File: config.mk
export PLATFORM = sky130hd
export DESIGN_NAME = sss_sequencer
export DESIGN_NICKNAME = d
export VERILOG_FILES = /design/src/shared/sss_pkg.sv /design/src/hw/sss_startup_counter.sv /design/src/hw/sss_sequencer.sv
export VERILOG_INCLUDE_DIRS = /design/src /design/src/shared
export SDC_FILE = /design/constraint.sdc
export NUM_CORES = 1
export LEC_CHECK = 0
export BUFFER_PORTS_ARGS = -buffer_cell sky130_fd_sc_hd__buf_4
export CORE_UTILIZATION = 38
export CTS_CLUSTER_DIAMETER = 80
export DETAILED_ROUTE_END_ITERATION = 10
export PLACE_DENSITY = 0.86
export SLEW_MARGIN = 20
export SYNTH_ARGS = -nofsm -noshare
export SYNTH_HDL_FRONTEND = slang
export SYNTH_SLANG_ARGS = --single-unit
File: constraint.sdc
create_clock -name clock -period 1.9 [get_ports clock]
set_input_delay 0.285 -clock clock [delete_from_list [all_inputs] [get_ports clock]]
set_output_delay 0.285 -clock clock [all_outputs]
set_load 0.01 [all_outputs]
File: src/shared/sss_regs.svh
// Register offsets, field positions, reset values and timing counts.
`ifndef SSS_REGS_SVH
`define SSS_REGS_SVH
// ****************************************************************
// Register map (byte addresses)
// ****************************************************************
`define SSS_CTRL_OFS 12'h000
`define SSS_STAT_OFS 12'h004
`define SSS_CNT_OFS 12'h008
// ****************************************************************
// Control fields
// ****************************************************************
`define SSS_CTRL_RUN_BIT 0
`define SSS_CTRL_RESET 32'h0000_0000
// ****************************************************************
// Status fields
// ****************************************************************
`define SSS_STAT_REFOK_BIT 0
`define SSS_STAT_LOCK_BIT 1
`define SSS_STAT_RUN_BIT 2
`define SSS_STAT_SSDIS_BIT 3
`define SSS_STAT_STATE_LSB 4
// ****************************************************************
// Timing
// ****************************************************************
`define SSS_STARTUP_CLOCKS 32
`endif

File: src/shared/sss_pkg.sv
// Types shared by the startup and shutdown sequencer.
package sss_pkg;
    typedef enum logic [1:0] {
        SSS_HALT,
        SSS_COUNT,
        SSS_RUN
    } sss_state_e;
endpackage

File: src/hw/sss_startup_counter.sv
// Start-up counter that delays release of the reference-ok signal.
`timescale 1ns/100ps
`default_nettype none
module sss_startup_counter #(
    parameter int COUNT = 32,
    parameter int W = 6
) (
    input wire logic clock,
    input wire logic rst,
    input wire logic clear,
    input wire logic enable,
    output logic done,
    output logic [W-1:0] value
);
    logic [W-1:0] cnt_reg;

    // Clearing has priority so every start counts the full interval.
    always_ff @(posedge clock or posedge rst) begin
        if (rst) begin
            cnt_reg <= '0;
        end else if (clear) begin
            cnt_reg <= '0;
        end else if (enable && cnt_reg != W'(COUNT)) begin
            cnt_reg <= cnt_reg + W'(1);
        end
    end

    assign done = (cnt_reg == W'(COUNT));
    assign value = cnt_reg;
endmodule
`default_nettype wire

File: src/hw/sss_sequencer.sv
// Start-up and shutdown sequencer with APB register access.
`timescale 1ns/100ps
`default_nettype none
`include "sss_regs.svh"
module sss_sequencer #(
    parameter int STARTUP_CLOCKS = `SSS_STARTUP_CLOCKS
) (
    input wire logic clock,
    input wire logic rst,
    input wire logic undervoltage_lockout,
    input wire logic remoteOn,
    input wire logic referenceGood,
    input wire logic [5:0] driveIn,
    output logic [5:0] driveOut,
    output logic softStartDischarge,
    output logic reference_ok_n,
    input wire logic psel,
    input wire logic penable,
    input wire logic pwrite,
    input wire logic [11:0] paddr,
    input wire logic [31:0] pwdata,
    output logic [31:0] prdata,
    output logic pready,
    output logic pslverr
);
    // Wide enough to hold the terminal count itself.
    localparam int CW = $clog2(STARTUP_CLOCKS + 1);

    sss_pkg::sss_state_e state_reg;
    sss_pkg::sss_state_e state_next;
    logic swRun_reg;
    logic refOkN_reg;
    logic runReq;
    logic stopNow;
    logic cntDone;
    logic [CW-1:0] cntValue;
    // Stop terms and register words, named so reads can report them.
    logic lockStop;
    logic offStop;
    logic refStop;
    logic driveStop;
    logic ctrlWrite;
    logic readSetup;
    logic addrMapped;
    logic [31:0] ctrlWord;
    logic [31:0] statusWord;
    logic [31:0] cntWord;

    // ****************************************************************
    // Start conditions
    // ****************************************************************
    // Each stop term stands alone: any one of them shuts the bridge
    // down at once, and only all three clear lets a start begin.
    assign lockStop = undervoltage_lockout;
    // A sagging reference is treated exactly like a remote off.
    assign refStop = !referenceGood;
    // Both the pin and software must request run. Lockout is its own
    // stop term ahead of the request, so a remote on seen during
    // lockout can never start the counter.
    assign runReq = remoteOn && swRun_reg;
    assign offStop = !runReq;
    assign stopNow = lockStop || offStop || refStop;

    sss_startup_counter #(
        .COUNT(STARTUP_CLOCKS),
        .W(CW)
    ) u_counter (
        .clock(clock),
        .rst(rst),
        .clear(stopNow),
        .enable(state_reg == sss_pkg::SSS_COUNT),
        .done(cntDone),
        .value(cntValue)
    );

    // ****************************************************************
    // Sequencer state
    // ****************************************************************
    always_comb begin
        state_next = state_reg;
        unique case (state_reg)
            // Halted: wait for every stop term to clear.
            sss_pkg::SSS_HALT: begin
                if (!stopNow) begin
                    state_next = sss_pkg::SSS_COUNT;
                end
            end
            // Counting: any stop term aborts and the count starts over.
            sss_pkg::SSS_COUNT: begin
                if (stopNow) begin
                    state_next = sss_pkg::SSS_HALT;
                end else if (cntDone) begin
                    state_next = sss_pkg::SSS_RUN;
                end
            end
            // Running: leave at once, with no counter in the way.
            sss_pkg::SSS_RUN: begin
                if (stopNow) begin
                    state_next = sss_pkg::SSS_HALT;
                end
            end
        endcase
    end

    always_ff @(posedge clock or posedge rst) begin
        if (rst) begin
            state_reg <= sss_pkg::SSS_HALT;
        end else begin
            state_reg <= state_next;
        end
    end

    always_ff @(posedge clock or posedge rst) begin
        if (rst) begin
            refOkN_reg <= 1'b1;
        end else begin
            // Looking at the next state lets the flag fall on the same
            // edge that enters run, and rise on the edge that leaves it.
            refOkN_reg <= (state_next != sss_pkg::SSS_RUN);
        end
    end

    assign reference_ok_n = refOkN_reg;

    // ****************************************************************
    // Outputs
    // ****************************************************************
    // One gate term serves both outputs, so the drives and the
    // discharge switch can never disagree about being stopped.
    assign driveStop = stopNow || refOkN_reg;

    // Stop terms are combined directly so shutdown never waits a clock.
    always_comb begin
        if (driveStop) begin
            driveOut = 6'h00;
        end else begin
            driveOut = driveIn;
        end
    end

    // Discharge while halted or counting, so each start is a soft start.
    // The capacitor thus sits empty for the whole count, and the ramp
    // always begins from zero when the drives are released.
    assign softStartDischarge = driveStop;

    // ****************************************************************
    // APB slave
    // ****************************************************************
    // Every access completes in its first access cycle; the sequencer
    // never has a reason to stretch a transfer.
    assign pready = 1'b1;
    assign addrMapped = paddr == `SSS_CTRL_OFS
        || paddr == `SSS_STAT_OFS || paddr == `SSS_CNT_OFS;
    // Unmapped offsets are refused, and a write there changes nothing.
    assign pslverr = psel && penable && !addrMapped;
    assign ctrlWrite = psel && penable && pwrite
        && paddr == `SSS_CTRL_OFS;
    // Read data are captured in the setup cycle so they stand, already
    // settled, through the whole access phase.
    assign readSetup = psel && !penable && !pwrite;

    always_ff @(posedge clock or posedge rst) begin
        if (rst) begin
            swRun_reg <= 1'b0;
        end else if (ctrlWrite) begin
            swRun_reg <= pwdata[`SSS_CTRL_RUN_BIT];
        end
    end

    // ****************************************************************
    // Read words
    // ****************************************************************
    // The run bit reads back as written, not as the pin sees it.
    always_comb begin
        ctrlWord = 32'h0000_0000;
        ctrlWord[`SSS_CTRL_RUN_BIT] = swRun_reg;
    end

    // A snapshot of the live sequencer, taken at the read's setup.
    always_comb begin
        statusWord = 32'h0000_0000;
        statusWord[`SSS_STAT_REFOK_BIT] = refOkN_reg;
        statusWord[`SSS_STAT_LOCK_BIT] = undervoltage_lockout;
        statusWord[`SSS_STAT_RUN_BIT] = runReq;
        statusWord[`SSS_STAT_SSDIS_BIT] = softStartDischarge;
        statusWord[`SSS_STAT_STATE_LSB+:2] = state_reg;
    end

    always_comb begin
        cntWord = 32'h0000_0000;
        cntWord[CW-1:0] = cntValue;
    end

    always_ff @(posedge clock or posedge rst) begin
        if (rst) begin
            prdata <= 32'h0000_0000;
        end else if (readSetup) begin
            if (paddr == `SSS_CTRL_OFS) begin
                prdata <= ctrlWord;
            end else if (paddr == `SSS_STAT_OFS) begin
                prdata <= statusWord;
            end else if (paddr == `SSS_CNT_OFS) begin
                prdata <= cntWord;
            end else begin
                // Unmapped reads return zero alongside the error.
                prdata <= 32'h0000_0000;
            end
        end
    end
endmodule
`default_nettype wire

### Yosys cells after proc, flatten, opt, wreduce, memory -nomap -nowiden

Cells that the tools add are included.

| storage, ports and cells | value |
|---|---|
| input port bits | 58 |
| output and inout bits | 42 |
| word-level logic and storage cells | 45 |
| register bits | 42 |

| operators by class | value |
|---|---|
| eq/ne operators | 7 |
| reductions and logical operators | 21 |
| add/sub/neg operators | 1 |
| mux-type cells | 11 |

Operator list:

| kind | number |
|---|---|
| 6-bit two-way mux | 6 |
| 12-bit by 3-bit equality test with 1-bit output, second input constant | 1 |
| 12-bit by 4-bit equality test with 1-bit output, second input constant | 1 |
| 12-bit logical NOT | 1 |
| 1-bit logical AND | 8 |
| 2-bit two-way mux | 4 |
| 6-bit by 1-bit adder with 6-bit output, second input constant | 1 |
| 6-bit equality test, second input constant | 1 |
| 6-bit != test, second input constant | 1 |
| 2-bit one-hot mux with 3 select lines | 1 |
| 1-bit logical NOT | 5 |
| 1-bit logical OR | 5 |
| 2-bit by 1-bit equality test with 1-bit output, second input constant | 1 |
| 2-bit equality test, second input constant | 1 |
| 2-bit logical NOT | 1 |
| 2-bit != test, second input constant | 1 |
| 2-bit nonzero test | 1 |

### Logic depth before layout (Yosys ltp)

| depth | value |
|---|---|
| depth after elaboration | 7 |
| depth in mapped cells | 6 |
| depth with buffers taken out | 6 |

### Cells and area by module

Synthesis repeated with hierarchy kept, for this count alone.

| second synthesis, totals | value |
|---|---|
| cells, all modules | 142 |
| area, all modules | 1236.2 um^2 |

By module, submodules not included:

| module | area each (um^2) | cells each | instances | sequential area each (um^2) |
|---|---|---|---|---|
| sss_sequencer | 844.6 | 100 | 1 | 251.5 |
| sss_startup_counter | 391.6 | 42 | 1 | 150.1 |

### Worst setup path after synthesis

Ideal clock, no wire load.

| timing path | value |
|---|---|
| path type | register to register |
| from | register u_counter.cnt_reg[0], in the netlist u_counter.value[0] |
| to | register refOkN_reg, in the netlist reference_ok_n |
| required time | 1.815 ns |
| setup time | 0.085 ns |
| path slack | 0.218 ns |
| buffers on the path | 0 |
| arrival | 1.597 ns |
| stages on the path, launching flop included | 7 |
| path through | dfrtp_1 inv_1 ha_1 or4b_4 o21a_4 nor4bb_1 o2bb2ai_1 |

| between the ends | value |
|---|---|
| cells in the longest elaborated chain, start to end | 5 |

Ends and longest elaborated chain:

| element | RTL line | RTL |
|---|---|---|
| from (decl) | sss_startup_counter.sv:15 | `logic [W-1:0] cnt_reg;` |
| from (signal assigned) | sss_startup_counter.sv:24 | `cnt_reg <= cnt_reg + W'(1);` |
| 6-bit equality test | sss_startup_counter.sv:28 | `assign done = (cnt_reg == W'(COUNT));` |
| 2-bit two-way mux | sss_sequencer.sv:92 | `end else if (cntDone) begin` |
| 2-bit two-way mux | sss_sequencer.sv:90 | `if (stopNow) begin` |
| 2-bit one-hot mux with 3 select lines | sss_sequencer.sv:81 | `unique case (state_reg)` |
| 2-bit != test | sss_sequencer.sv:119 | `refOkN_reg <= (state_next != sss_pkg::SSS_RUN);` |
| to (signal assigned) | sss_sequencer.sv:119 |  |
| to (decl) | sss_sequencer.sv:32 | `logic refOkN_reg;` |

No other way between the ends.
A chain may end at the register's enable or synchronous reset.

### Final worst setup path

| timing path | value |
|---|---|
| from | register u_counter.cnt_reg[1], in the netlist u_counter.value[1] |
| to | register refOkN_reg, in the netlist reference_ok_n |

The elaborated chain is that of the path after synthesis.

==> results.py <==
metrics = {
    "route": {
        "drtIter0Drc": 32,
        "postRouteAntennaNets": 0,
        "routedLengthMet1_um": 966,
        "dr.pass1.iters": 7,
        "vias": 958,
        "met3_length_um": 87,
        "met2WireLength_um": 1330,
        "top_layer": "met4",
        "wire_per_inst_um": 11.7,
        "vias_per_cell": 4.63,
        "wl_um": 2420,
        "drt_drc_violations_left": 4,
    },
    "clock_tree": {
        "post_cts_buffers": 0,
        "cts_htree_levels": 1,
        "cts-root-buf": "clkbuf_4",
        "cts_tree": "yes",
        "clock_path_buffers": 2,
        "clock_latency_ns": 0.30,
        "hold_buffers": 0,
        "cts_buffers": 3,
        "clock-sinks": 16,
        "clkTransAtPathRegs_ns": 0.10,
        "cts_resized": 0,
    },
    "critical_path": {
        "crit_family": "simple AND/OR/NAND/NOR gates",
        "slowest_delay_ns": 0.47,
        "worstReg2RegStart": "u_counter.value[1]$_DFFE_PP0P_",
        "crit_fanout": 5,
        "critPathLaunchType": "flop",
        "crit_buf_inv": 1,
        "cp.required_ns": 2.13,
        "path_cells": "inv_1 > ha_1 > or4b_4 > o21a_4 > nor4bb_4 > o2bb2ai_1",
        "worstSetupEndpointType": "flop",
        "critical_path.startpoint": "u_counter.value[1]$_DFFE_PP0P_",
        "critPathArrivalTime_ns": 2.04,
        "crit_slowest_cell": "or4b_4",
        "r2r_setup_slack_ns": 0.09,
        "criticalPathCategory": "flop to flop",
    },
    "synth": {
        "synth_area_leaders": "dfrtp_1, buf_4, a22o_1",
        "avgSynthCellArea_um2": 8.82,
        "ys_async_sr_fraction_pct": 100,
        "synth_top_area_cell": "dfrtp_1",
        "synth_top_flop_cell": "dfrtp_1",
        "ys_warn_count": 0,
        "synth_top_area_share_pct": 32.2,
        "yosysSeqAreaShare_pct": 34.5,
        "synth-edff-count": 0,
        "syn-cell-area_um2": 1160,
        "synthCells": 132,
        "synth_seq_cells": 16,
        "yosysUniqueCellTypes": 36,
    },
    "power_and_ir_drop": {
        "leakage_nw": 0.748,
        "power_w": 0.000672,
        "p_per_area_nw_per_um2": 456,
        "peakVddDrop_mv": 0.146,
    },
    "die": {
        "die_w_um": 57.4,
        "core_um2": 2830,
        "initial_utilization_pct": 41.2,
        "std_cell_rows": 19,
        "die-area_um2": 3290,
        "pin_count": 100,
        "die_h_um": 57.4,
    },
    "flow_run": {
        "drv_cap": 0,
    },
    "grt": {
        "grt_first_pass_wirelength_um": 4110,
        "grt_max_degree": 17,
        "grt_overflow_total": 0,
        "grt_antenna_before_repair": 0,
        "grt_usage_pct": 16.1,
        "grt_pass1_vias": 929,
    },
    "cells_and_area": {
        "layout-drive-gt1-share_pct": 32.4,
        "final_nets": 239,
        "area_growth_syn_to_layout_pct": 26.6,
        "antenna-diode-count": 0,
    },
    "sta": {
        "fin_skew_ns": 0.00132,
        "setup_violations": 0,
        "timing.slew.headroom_pct": 58.2,
        "drv_slew": 0,
        "fmax_ghz": 0.553,
        "worst_hold_slack_ns": 0.0587,
        "finalWorstPathRequiredPeriod_ns": 1.81,
        "fin_ws_ns": 0.0932,
        "worstMarginPinSlew_ns": 0.627,
        "tns_ns": 0,
        "period_share_pct": 95.1,
        "finalHoldViolCount": 0,
    },
    "min_path": {
        "hp-class": "input port to async pin",
    },
    "run_status": {
        "status": "finished, violations left",
        "violations": "DRC",
    },
    "placed_design": {
        "pre_cts_ws_ns": 0.102,
        "post-dp-hpwl_um": 1940,
        "routabilityCongestion": 0.793,
        "portBuffers": 41,
    },
}
==> worst paths after layout <==
| path | endpoint | cells after the start |
|---|---|---|
| max in group asynchronous | state_reg[0]$_DFF_PP0_ | 2 |
| hold / removal | prdata[4]$_DFFE_PP0P_ | 2 |
| setup / recovery | reference_ok_n$_DFF_PP1_ | 6 |
| hold reg to reg | prdata[0]$_DFFE_PP0P_ | 2 |
| setup reg to reg | reference_ok_n$_DFF_PP1_ | 6 |
| min in group clock | swRun_reg$_DFFE_PP0P_ | 2 |
==> kinds of logic (layout without fill, tap and decap cells) <==
kind of cell | count (synthesis) | in the layout | share of synthesized area [%]
buffers and inverters | 38 | 57 | 20.9
adders and majority gates | 4 | 4 | 4.30
DFF | 16 | 16 | 34.5
and+or+nand+nor | 43 | 43 | 19.7
other | 2 | 27 | 0.645
xor gates and xnor gates | 3 | 3 | 2.26
AOI/OAI and AO/OA | 23 | 23 | 15.0
muxes | 3 | 3 | 2.69
==> cells in the mapped netlist, types with 2 or more instances <==
| master | number |
|---|---|
| o21ai_0 | 4 |
| ha_1 | 4 |
| a22o_1 | 8 |
| nand2_1 | 10 |
| xor2_1 | 2 |
| nand4_1 | 3 |
| nor2_1 | 12 |
| and2_1 | 6 |
| nand3_1 | 2 |
| a21oi_1 | 3 |
| nor2b_1 | 2 |
| clkbuf_1 | 2 |
| conb_1 | 2 |
| dfrtp_1 | 15 |
| inv_1 | 9 |
| mux2i_1 | 2 |
| buf_4 | 27 |
==> final cells by class <==
cell class,count,area [um2]
Timing Repair Buffer,44,330
Multi-Input combinational cell,103,634
Clock buffer,4,36.3
Fill cell,255,1350
Inverter,9,33.8
Sequential cell,16,402
Tap cell,31,38.8
==> cell usage in the layout (no fill, tap or decap), types with 3 or more instances in the layout <==
master     n
inv_1      9
a22o_1     8
dfrtp_1   15
nand2_1   10
a21oi_1    3
and2_1     6
nand4_1    3
nor2_1    11
ha_1       4
conb_1    27
clkbuf_4   3
o21ai_0    4
buf_4     44
==> layer usage <==
layer	vias to the layer above	GRT usage (%)
li1	489	-
met1	439	19.4
met2	25	28.1
met3	5	3.63
met4	0	5.57
met5	-	0
==> through the flow <==
stage	instance area (um2)	instances	utilization, %
after floorplan	1260	157	-
after global placement	1420	203	50.1
after detailed placement	1420	203	50.1
after CTS	1450	207	51.4
after global routing	1480	207	52.1
final	1480	207	52.1
==> report_power, final <==
part           switching (W)  leakage, nW  internal [W]
sequential       0.000000176        0.220      0.000341
clock               0.000120       0.0210      0.000117
combinational      0.0000527        0.507     0.0000420
total               0.000173        0.748      0.000500
(Power assumes the default switching activity.)
